### src/vvc_regs.svh
// Offsets, field positions, reset values and credit table for the capability bank.
// Assumes byte offsets relative to each structure base, dword-aligned.
`ifndef VVC_REGS_SVH
`define VVC_REGS_SVH

// Virtual channel structure, byte offsets from its base
`define VVC_VC_HDR_OFF        12'h000
`define VVC_VC_PORT_CAP1_OFF  12'h004
`define VVC_VC_PORT_CAP2_OFF  12'h008
`define VVC_VC_PORT_CTRL_OFF  12'h00C
`define VVC_VC_RES_CAP_OFF    12'h010

// Vendor-specific structure, byte offsets from its base
`define VVC_VS_CAP_HDR_OFF    12'h000
`define VVC_VS_HDR_OFF        12'h004
`define VVC_VS_LOOPBACK_OFF   12'h008
`define VVC_VS_STATUS_OFF     12'h00C

// Vendor identification word, absolute byte address
`define VVC_MAKER_CODE_ADDR   12'h000

// Allowed structure bases and next pointer values
`define VVC_BASE_NONE         12'h000
`define VVC_VC_BASE_ALT       12'h10C
`define VVC_VS_BASE_ALT       12'h128
`define VVC_VC_NEXT_ALT       12'h128
`define VVC_NEXT_LAST         12'h000

// Field positions
`define VVC_ID_LSB            0
`define VVC_VER_LSB           16
`define VVC_NEXT_LSB          20
`define VVC_LEN_LSB           20
`define VVC_SNOOP_BIT         15
`define VVC_STAT_VALID_BIT    8

// Fixed identifiers
`define VVC_CHANNEL_CAP_IDENTIFIER         16'h0002
`define VVC_VS_CAP_ID         16'h000B

// Reset values
`define VVC_LOOPBACK_RST      8'h00
`define VVC_INDEX_RST         6'h00

// Data credit counts and last-buffer indices of the allowed pairings
`define VVC_CRED_77           10'd77
`define VVC_CRED_154          10'd154
`define VVC_CRED_308          10'd308
`define VVC_CRED_616          10'd616
`define VVC_IDX_P0_S          6'd25
`define VVC_IDX_P0_L          6'd31
`define VVC_IDX_P1_S          6'd13
`define VVC_IDX_P1_L          6'd28
`define VVC_IDX_P2_S          6'd14
`define VVC_IDX_P2_L          6'd29
`define VVC_IDX_P3_S          6'd14
`define VVC_IDX_P3_L          6'd30

`endif

### src/vvc_pkg.sv
// Types shared by the capability bank and its credit checker.
// Assumes vvc_regs.svh for all numeric constants.
package vvc_pkg;

    // One configuration access, dword addressed, byte enables active high
    typedef struct packed {
        logic        rd;
        logic        wr;
        logic [9:0]  dw_addr;
        logic [3:0]  be;
        logic [31:0] wdata;
    } vvc_cfg_req_t;

    // Answer to one access
    typedef struct packed {
        logic        done;
        logic        hit;
        logic [31:0] rdata;
    } vvc_cfg_rsp_t;

    // Which path an access came from
    typedef enum logic {
        VVC_SRC_LINK,
        VVC_SRC_MGMT
    } vvc_src_t;

endpackage

### src/vvc_credit_check.sv
// Checks the payload / data credit pairing and yields the transmit last-buffer index.
// Assumes static configuration inputs; outputs are registered.
`include "vvc_regs.svh"

module vvc_credit_check
    import vvc_pkg::*;
(
    input  wire logic       clk_i,
    input  wire logic       rst_i,
    input  wire logic [2:0] max_payload_code_i,
    input  wire logic [9:0] completion_data_credits_i,
    input  wire logic [9:0] posted_data_credits_i,
    output logic            valid_o,
    output logic [5:0]      tx_last_buffer_index_o
);

    // Returns {valid, index} for one pairing
    function automatic logic [6:0] lookup(input logic [2:0] code, input logic [9:0] cd,
                                          input logic [9:0] pd);
        logic [6:0] res;
        res = 7'h00;
        if (cd == pd) begin
            case (code)
                3'h0: begin
                    if (cd == `VVC_CRED_77)  res = {1'b1, `VVC_IDX_P0_S};
                    if (cd == `VVC_CRED_154) res = {1'b1, `VVC_IDX_P0_L};
                end
                3'h1: begin
                    if (cd == `VVC_CRED_77)  res = {1'b1, `VVC_IDX_P1_S};
                    if (cd == `VVC_CRED_154) res = {1'b1, `VVC_IDX_P1_L};
                end
                3'h2: begin
                    if (cd == `VVC_CRED_154) res = {1'b1, `VVC_IDX_P2_S};
                    if (cd == `VVC_CRED_308) res = {1'b1, `VVC_IDX_P2_L};
                end
                3'h3: begin
                    if (cd == `VVC_CRED_308) res = {1'b1, `VVC_IDX_P3_S};
                    if (cd == `VVC_CRED_616) res = {1'b1, `VVC_IDX_P3_L};
                end
                default: res = 7'h00;
            endcase
        end
        return res;
    endfunction

    logic [6:0] look;

    assign look = lookup(max_payload_code_i, completion_data_credits_i, posted_data_credits_i);

    always_ff @(posedge clk_i) begin
        if (rst_i) begin
            valid_o                <= 1'b0;
            tx_last_buffer_index_o <= `VVC_INDEX_RST;
        end else begin
            valid_o                <= look[6];
            tx_last_buffer_index_o <= look[5:0];
        end
    end

endmodule

### src/vvc_cap_bank.sv
// Capability bank: virtual channel and vendor-specific structures, maker code,
// loopback control and transmit buffer configuration.
// Assumes link and management accesses are synchronous to clk_i, one per cycle each.
//
// Function
// - VC structure base is 000h or 10Ch
// - VC header bits 15:0 carry identifier 0002h
// - VC header bits 19:16 carry version
// - VC next pointer is 128h or 000h
// - Absent VC structure unreachable from both paths
// - Snoop rejection shown in resource capability
// - Vendor structure base is 000h or 128h
// - Vendor header: identifier, revision, byte length
// - Vendor capability identifier 000Bh plus version
// - Link sees vendor structure only when visible
// - Vendor next pointer is always 000h
// - Absent vendor structure unreachable from both paths
// - Last buffer index is buffer count minus one
// - Only listed payload/credit pairings are accepted
// - Maker code returned in vendor identification word unless a structure sits at 000h
`include "vvc_regs.svh"

module vvc_cap_bank
    import vvc_pkg::*;
#(
    parameter logic [11:0] CHANNEL_STRUCT_BASE        = `VVC_VC_BASE_ALT,
    parameter logic [15:0] CHANNEL_CAP_IDENTIFIER     = `VVC_CHANNEL_CAP_IDENTIFIER,
    parameter logic [3:0]  CHANNEL_CAP_VERSION        = 4'h1,
    parameter logic [11:0] CHANNEL_NEXT_CAP_POINTER   = `VVC_VC_NEXT_ALT,
    parameter logic        CHANNEL_STRUCT_PRESENT     = 1'b1,
    parameter logic        REJECT_NO_SNOOP_TLPS       = 1'b0,
    parameter logic [15:0] MAKER_CODE                 = 16'h1234,  // Arbitrary value
    parameter logic [11:0] VENDOR_STRUCT_BASE         = `VVC_VS_BASE_ALT,
    parameter logic [15:0] VENDOR_DEFINED_IDENTIFIER  = 16'h0001,
    parameter logic [3:0]  VENDOR_STRUCT_REVISION     = 4'h0,
    parameter logic [11:0] VENDOR_STRUCT_LENGTH       = 12'h010,
    parameter logic [15:0] VENDOR_CAP_IDENTIFIER      = `VVC_VS_CAP_ID,
    parameter logic [3:0]  VENDOR_CAP_VERSION         = 4'h1,
    parameter logic        VENDOR_STRUCT_LINK_VISIBLE = 1'b1,
    parameter logic        VENDOR_STRUCT_PRESENT      = 1'b1,
    parameter logic [2:0]  MAX_PAYLOAD_CODE           = 3'h0,
    parameter logic [9:0]  COMPLETION_DATA_CREDITS    = `VVC_CRED_77,
    parameter logic [9:0]  POSTED_DATA_CREDITS        = `VVC_CRED_77
) (
    input  wire logic         clk_i,
    input  wire vvc_cfg_req_t link_req_i,
    input  wire vvc_cfg_req_t mgmt_req_i,
    input  wire logic         rst_i,
    output vvc_cfg_rsp_t      link_rsp_o,
    output vvc_cfg_rsp_t      mgmt_rsp_o,
    output logic [7:0]        loopback_ctrl_o,
    output logic              reject_no_snoop_tlps_o,
    output logic [5:0]        tx_last_buffer_index_o,
    output logic              credit_cfg_valid_o
);

    // A structure placed at a base outside its allowed pair is treated as absent
    localparam logic VC_BASE_OK =
        (CHANNEL_STRUCT_BASE == `VVC_BASE_NONE) ||
        (CHANNEL_STRUCT_BASE == `VVC_VC_BASE_ALT);
    localparam logic VS_BASE_OK =
        (VENDOR_STRUCT_BASE == `VVC_BASE_NONE) ||
        (VENDOR_STRUCT_BASE == `VVC_VS_BASE_ALT);
    localparam logic VC_ON = CHANNEL_STRUCT_PRESENT && VC_BASE_OK;
    localparam logic VS_ON = VENDOR_STRUCT_PRESENT && VS_BASE_OK;

    // Next pointer limited to its two legal values, last otherwise
    localparam logic [11:0] VC_NEXT =
        (CHANNEL_NEXT_CAP_POINTER == `VVC_VC_NEXT_ALT) ?
        `VVC_VC_NEXT_ALT : `VVC_NEXT_LAST;

    // Read-only words, built once from configuration
    localparam logic [31:0] VC_HDR_WORD =
        (32'(VC_NEXT) << `VVC_NEXT_LSB) |
        (32'(CHANNEL_CAP_VERSION) << `VVC_VER_LSB) |
        (32'(CHANNEL_CAP_IDENTIFIER) << `VVC_ID_LSB);
    localparam logic [31:0] VC_RES_WORD =
        32'(REJECT_NO_SNOOP_TLPS) << `VVC_SNOOP_BIT;
    localparam logic [31:0] VS_CAP_HDR_WORD =
        (32'(`VVC_NEXT_LAST) << `VVC_NEXT_LSB) |
        (32'(VENDOR_CAP_VERSION) << `VVC_VER_LSB) |
        (32'(VENDOR_CAP_IDENTIFIER) << `VVC_ID_LSB);
    localparam logic [31:0] VS_HDR_WORD =
        (32'(VENDOR_STRUCT_LENGTH) << `VVC_LEN_LSB) |
        (32'(VENDOR_STRUCT_REVISION) << `VVC_VER_LSB) |
        (32'(VENDOR_DEFINED_IDENTIFIER) << `VVC_ID_LSB);
    localparam logic [31:0] MAKER_WORD = 32'(MAKER_CODE);

    logic [7:0] loopback_r;
    logic       chk_valid;
    logic [5:0] chk_index;

    // True when a dword address falls on base plus offset
    function automatic logic at(input logic [9:0] dw, input logic [11:0] base,
                                input logic [11:0] off);
        logic [11:0] sum;
        sum = base + off;
        return dw == sum[11:2];
    endfunction

    // Whether the vendor structure may be reached from a path
    function automatic logic vs_reach(input vvc_src_t src);
        logic ok;
        ok = VS_ON;
        if (src == VVC_SRC_LINK && !VENDOR_STRUCT_LINK_VISIBLE) begin
            ok = 1'b0;
        end
        return ok;
    endfunction

    // Read decode: returns {hit, data}; structures win over the maker word
    function automatic logic [32:0] read_word(input vvc_src_t src, input logic [9:0] dw);
        logic [32:0] res;
        res = 33'h0_0000_0000;
        if (at(dw, 12'h000, `VVC_MAKER_CODE_ADDR)) begin
            res = {1'b1, MAKER_WORD};
        end
        if (VC_ON) begin
            if (at(dw, CHANNEL_STRUCT_BASE, `VVC_VC_HDR_OFF)) begin
                res = {1'b1, VC_HDR_WORD};
            end else if (at(dw, CHANNEL_STRUCT_BASE, `VVC_VC_PORT_CAP1_OFF) ||
                         at(dw, CHANNEL_STRUCT_BASE, `VVC_VC_PORT_CAP2_OFF) ||
                         at(dw, CHANNEL_STRUCT_BASE, `VVC_VC_PORT_CTRL_OFF)) begin
                res = {1'b1, 32'h0000_0000};
            end else if (at(dw, CHANNEL_STRUCT_BASE, `VVC_VC_RES_CAP_OFF)) begin
                res = {1'b1, VC_RES_WORD};
            end
        end
        if (vs_reach(src)) begin
            if (at(dw, VENDOR_STRUCT_BASE, `VVC_VS_CAP_HDR_OFF)) begin
                res = {1'b1, VS_CAP_HDR_WORD};
            end else if (at(dw, VENDOR_STRUCT_BASE, `VVC_VS_HDR_OFF)) begin
                res = {1'b1, VS_HDR_WORD};
            end else if (at(dw, VENDOR_STRUCT_BASE, `VVC_VS_LOOPBACK_OFF)) begin
                res = {1'b1, 24'h00_0000, loopback_r};
            end else if (at(dw, VENDOR_STRUCT_BASE, `VVC_VS_STATUS_OFF)) begin
                res = {1'b1, 23'h00_0000, chk_valid, 2'h0, chk_index};
            end
        end
        return res;
    endfunction

    // True for a write that lands on the loopback control byte
    function automatic logic lb_write(input vvc_src_t src, input vvc_cfg_req_t rq);
        return rq.wr && rq.be[0] && vs_reach(src) &&
               at(rq.dw_addr, VENDOR_STRUCT_BASE, `VVC_VS_LOOPBACK_OFF);
    endfunction

    logic [32:0] link_rd;
    logic [32:0] mgmt_rd;

    assign link_rd = read_word(VVC_SRC_LINK, link_req_i.dw_addr);
    assign mgmt_rd = read_word(VVC_SRC_MGMT, mgmt_req_i.dw_addr);

    // Loopback control is the only writable field; the link path wins a collision
    always_ff @(posedge clk_i) begin
        if (rst_i) begin
            loopback_r <= `VVC_LOOPBACK_RST;
        end else if (lb_write(VVC_SRC_LINK, link_req_i)) begin
            loopback_r <= link_req_i.wdata[7:0];
        end else if (lb_write(VVC_SRC_MGMT, mgmt_req_i)) begin
            loopback_r <= mgmt_req_i.wdata[7:0];
        end
    end

    // Link path answer, one cycle after the access; header writes are dropped
    always_ff @(posedge clk_i) begin
        if (rst_i) begin
            link_rsp_o <= '0;
        end else begin
            link_rsp_o.done  <= link_req_i.rd | link_req_i.wr;
            link_rsp_o.hit   <= (link_req_i.rd | link_req_i.wr) & link_rd[32];
            link_rsp_o.rdata <= link_req_i.rd ? link_rd[31:0] : 32'h0000_0000;
        end
    end

    // Management path answer, same timing
    always_ff @(posedge clk_i) begin
        if (rst_i) begin
            mgmt_rsp_o <= '0;
        end else begin
            mgmt_rsp_o.done  <= mgmt_req_i.rd | mgmt_req_i.wr;
            mgmt_rsp_o.hit   <= (mgmt_req_i.rd | mgmt_req_i.wr) & mgmt_rd[32];
            mgmt_rsp_o.rdata <= mgmt_req_i.rd ? mgmt_rd[31:0] : 32'h0000_0000;
        end
    end

    vvc_credit_check u_credit (
        .clk_i                    (clk_i),
        .rst_i                    (rst_i),
        .max_payload_code_i       (MAX_PAYLOAD_CODE),
        .completion_data_credits_i(COMPLETION_DATA_CREDITS),
        .posted_data_credits_i    (POSTED_DATA_CREDITS),
        .valid_o                  (chk_valid),
        .tx_last_buffer_index_o   (chk_index)
    );

    // Exported configuration; an unlisted pairing forces index zero
    always_ff @(posedge clk_i) begin
        if (rst_i) begin
            loopback_ctrl_o        <= `VVC_LOOPBACK_RST;
            reject_no_snoop_tlps_o <= 1'b0;
            tx_last_buffer_index_o <= `VVC_INDEX_RST;
            credit_cfg_valid_o     <= 1'b0;
        end else begin
            loopback_ctrl_o        <= loopback_r;
            reject_no_snoop_tlps_o <= REJECT_NO_SNOOP_TLPS;
            tx_last_buffer_index_o <= chk_valid ? chk_index : `VVC_INDEX_RST;
            credit_cfg_valid_o     <= chk_valid;
        end
    end

endmodule

### config.mk
export PLATFORM = sky130hd
export DESIGN_NAME = vvc_cap_bank
export DESIGN_NICKNAME = d
export VERILOG_FILES = /design/src/vvc_pkg.sv /design/src/vvc_credit_check.sv /design/src/vvc_cap_bank.sv
export VERILOG_INCLUDE_DIRS = /design/src
export SDC_FILE = /design/constraint.sdc
export NUM_CORES = 1
export LEC_CHECK = 0
export BUFFER_PORTS_ARGS = -buffer_cell sky130_fd_sc_hd__buf_2
export CELL_PAD_IN_SITES_DETAIL_PLACEMENT = 1
export CELL_PAD_IN_SITES_GLOBAL_PLACEMENT = 1
export CORE_MARGIN = 3
export CORE_UTILIZATION = 23
export CTS_CLUSTER_DIAMETER = 50
export DETAILED_ROUTE_END_ITERATION = 16
export GPL_TIMING_DRIVEN = 0
export PLACE_DENSITY = 0.87
export SETUP_SLACK_MARGIN = 0.1
export SYNTH_ARGS = -nofsm -noshare
export SYNTH_HDL_FRONTEND = slang
export SYNTH_SLANG_ARGS = --single-unit
### constraint.sdc
create_clock -name clk_i -period 1.6 [get_ports clk_i]
set_input_delay 0.24 -clock clk_i [delete_from_list [all_inputs] [get_ports clk_i]]
set_output_delay 0.24 -clock clk_i [all_outputs]
set_load 0.02 [all_outputs]
==> impl_metrics.csv <==
group,metric,value,unit
route,firstDrtPassIters,4,
place,port_buffers,89,
critical_path,cp.required,1.81,ns
place,placed_cell_area,2890,sq um
final_layout,fin_cells,486,
critical_path,crit_arrival,1.68,ns
route,vias,2017,
final_layout,drive_gt1_share,40.2,%
power,combPwrFrac,14.7,%
clocking,cts_tree,"built",
timing,period_share,91.6,%
timing,max_freq,682,MHz
power,power_density,764,nW/um^2
clocking,clk_pin_slew_worst_paths,0.09,ns
yosys,ys_seq_elements,49,
clocking,htree_levels,2,
final_layout,regArea,981,sq um
timing,rsz0062_at_grt,"false",
route,drtIter0Drc,27,
clocking,clk_latency,0.30,ns
worst_hold_path,hold_class,"in2reg",
final_layout,fin_util,34.1,%
clocking,clock-sinks,49,
power,switching_share,27.6,%
power,p_leak,1.50,nW
timing,hold_ws,0.213,ns
route,wire_per_inst,13.7,microns
yosys,yosysWarnings,0,
global_routing,antenna_found_initial,0,
global_routing,grt_pass1_wl,10100,microns
die,pin_count,182,
global_routing,use_met2,22.9,%
die,die_y,103,microns
power,seq_power_share,52.9,%
critical_path,start_kind,"primary input",
yosys,syn_inst,244,
timing,drv_slew,0,
power,p_int,0.00168,W
die,initial_core_util,24.3,%
clocking,ctsRootBufferMaster,"clkbuf_8",
timing,hold_viol,0,
timing,finalCriticalPeriod,1.47,ns
global_routing,gr-usage-met3,3.15,%
final_layout,nFillCells,1095,
final_layout,post-route-cell-area,3050,sq um
global_routing,gr-usage-all-layers,12.3,%
clocking,cts_buffers,5,
global_routing,overflow,0,
final_layout,multi_input_comb_area,986,sq um
global_routing,grt-busiest-layer,"met2",
global_routing,first_global_vias,2065,
yosys,ys_seq_area_share,45.1,%
die,design.die.area,10700,sq um
yosys,syn_avg_cell_area,8.91,sq um
timing,setup_viol,0,
clocking,hold_buffers,0,
clocking,clock_path_buffers,2,
route,drt-total-wl,6650,microns
critical_path,path_max_fanout,6,
critical_path,end_kind,"flop",
die,num_rows,34,
yosys,ys_types,34,
status,status,"finished, final reports clean",
route,ant_nets,0,
final_layout,antenna_cells,0,
timing,skew,0.00791,ns
run,cap_violations,0,
power,p_switching,0.000642,W
final_layout,areaGrowthSynthToFinish,40.1,%
yosys,synth_area,2170,sq um
global_routing,grt_max_degree,18,
place,hpwlAfterDp,5540,microns
critical_path,critPathKind,"in2reg",
die,die_x,103,microns
place,placed_cells,476,
route,route.detailed.drc,0,
global_routing,grt_use_met1,13.7,%
final_layout,final_nets,475,
route,vias_per_cell,4.15,
power,clockPowerShare,32.4,%
power,p_total,0.00233,W
power,peakVddDrop,0.344,mV
die,core,8930,sq um
place,gp_congestion,0.804,
what timing repair did:
action | CTS | global route
endpoints found under the setup margin | 12 | 12
buffers inserted | 2 | 0
pin swaps | 4 | 1
resized for setup | 4 | 4
worst paths after layout:
path,cells past startpoint,end,from,slack (ns)
setup / recovery,5,mgmt_rsp_o[8],mgmt_req_i[44],0.13
hold reg to reg,2,loopback_ctrl_o[3],loopback_r[3],0.51
setup reg to reg,4,mgmt_rsp_o[0],u_credit.tx_last_buffer_index_o[3],0.61
hold / removal,3,loopback_r[0],link_req_i[0],0.21
flip-flops by register name, indices dropped and copies added (netlist names):
name and flops:
link_rsp_o 15, mgmt_rsp_o 15, loopback_ctrl_o 8, loopback_r 8, credit_cfg_valid_o 1, tx_last_buffer_index_o 1, u_credit.tx_last_buffer_index_o 1
cell type report:
class / count / area share [%]
plain buffers: 51 / 11.8
clock buffers: 5 / 2.26
clock inverters: 3 / 0.821
inverters: 5 / 0.616
multi-input cells: 174 / 32.4
flip-flops and latches: 49 / 32.2
well taps: 108 / 4.44
repair buffers: 91 / 15.5
stage by stage:
stage          TNS [ns]  worst slack (ns)
2_1_floorplan     -1.48            -0.185
3_3_place_gp      -6.33            -0.585
3_5_place_dp      -7.24            -0.607
4_1_cts               0             0.101
5_1_grt               0            0.0875
6_report              0             0.134
critical path: stages:
cell	delay, ns
buf_2	0.10
or4_4	0.56
nor2_1	0.27
nand3_1	0.25
nor3_1	0.26
synth_stat cells:
library cell  instances  share of area (%)
dfxtp_1              49                 45
buf_4                44                 15
nor2_1               21                3.6
a21oi_1              18                4.1
o21ai_0              15                3.5
nand2_1              13                2.2
nor2b_1              12                3.5
nand3_1               9                2.1
mux2i_1               8                3.7
clkbuf_1              7                1.2
and2_1                6                1.7
inv_1                 5               0.86
nor3_1                4               0.92
a21boi_0              3                1.0
a21o_1                3                1.0
nand2b_1              3               0.86
nand4_1               3               0.86
nand3b_1              2               0.69
nor3b_1               2               0.69
nor4b_1               2               0.81
xor2_1                2               0.81
and3_1                1               0.29
and3b_1               1               0.40
and4_1                1               0.40
conb_1                1               0.17
nand4b_1              1               0.40
nand4bb_1             1               0.52
nor4_4                1               0.98
nor4bb_1              1               0.46
o21bai_1              1               0.35
o2bb2ai_1             1               0.40
or2_2                 1               0.29
or4_1                 1               0.35
or4_4                 1               0.52
cells by family after synthesis:
| group | share of synthesized area, % |
|---|---|
| muxes | 3.68 |
| DFF | 45.1 |
| xor gates and xnor gates | 0.806 |
| and+or+nand+nor | 22.6 |
| AOI/OAI and AO/OA | 10.4 |
| other | 0.172 |
| buffers and inverters | 17.3 |
power groups by stage:
stage	clock network [W]	logic [W]	registers (W)
after global routing	0.000833	0.000375	0.00123
final	0.000755	0.000341	0.00123
after floorplan	0	0.000225	0.00127
after CTS	0.000791	0.000334	0.00123
after global placement	0	0.000319	0.00126
after detailed placement	0	0.000327	0.00126
per-layer routing:
| metal | up-vias | share of wire [%] |
|---|---|---|
| met1 | 923 | 39 |
| met3 | 7 | 6.7 |
| met4 | 0 | 1.3 |
| met2 | 83 | 53 |
| met5 | - | 0 |
| li1 | 1004 | - |
placed cells by master, fill, tap and decap left out, types with 6 or more instances in the layout:
| cell | count |
|---|---|
| nand3_1 | 9 |
| a21oi_1 | 18 |
| conb_1 | 36 |
| and2_1 | 6 |
| nor2b_1 | 12 |
| nand2_1 | 13 |
| buf_4 | 45 |
| buf_2 | 89 |
| mux2i_1 | 8 |
| dfxtp_1 | 49 |
| o21ai_0 | 15 |
| nor2_1 | 21 |
Power figures use the tool's default switching activity.
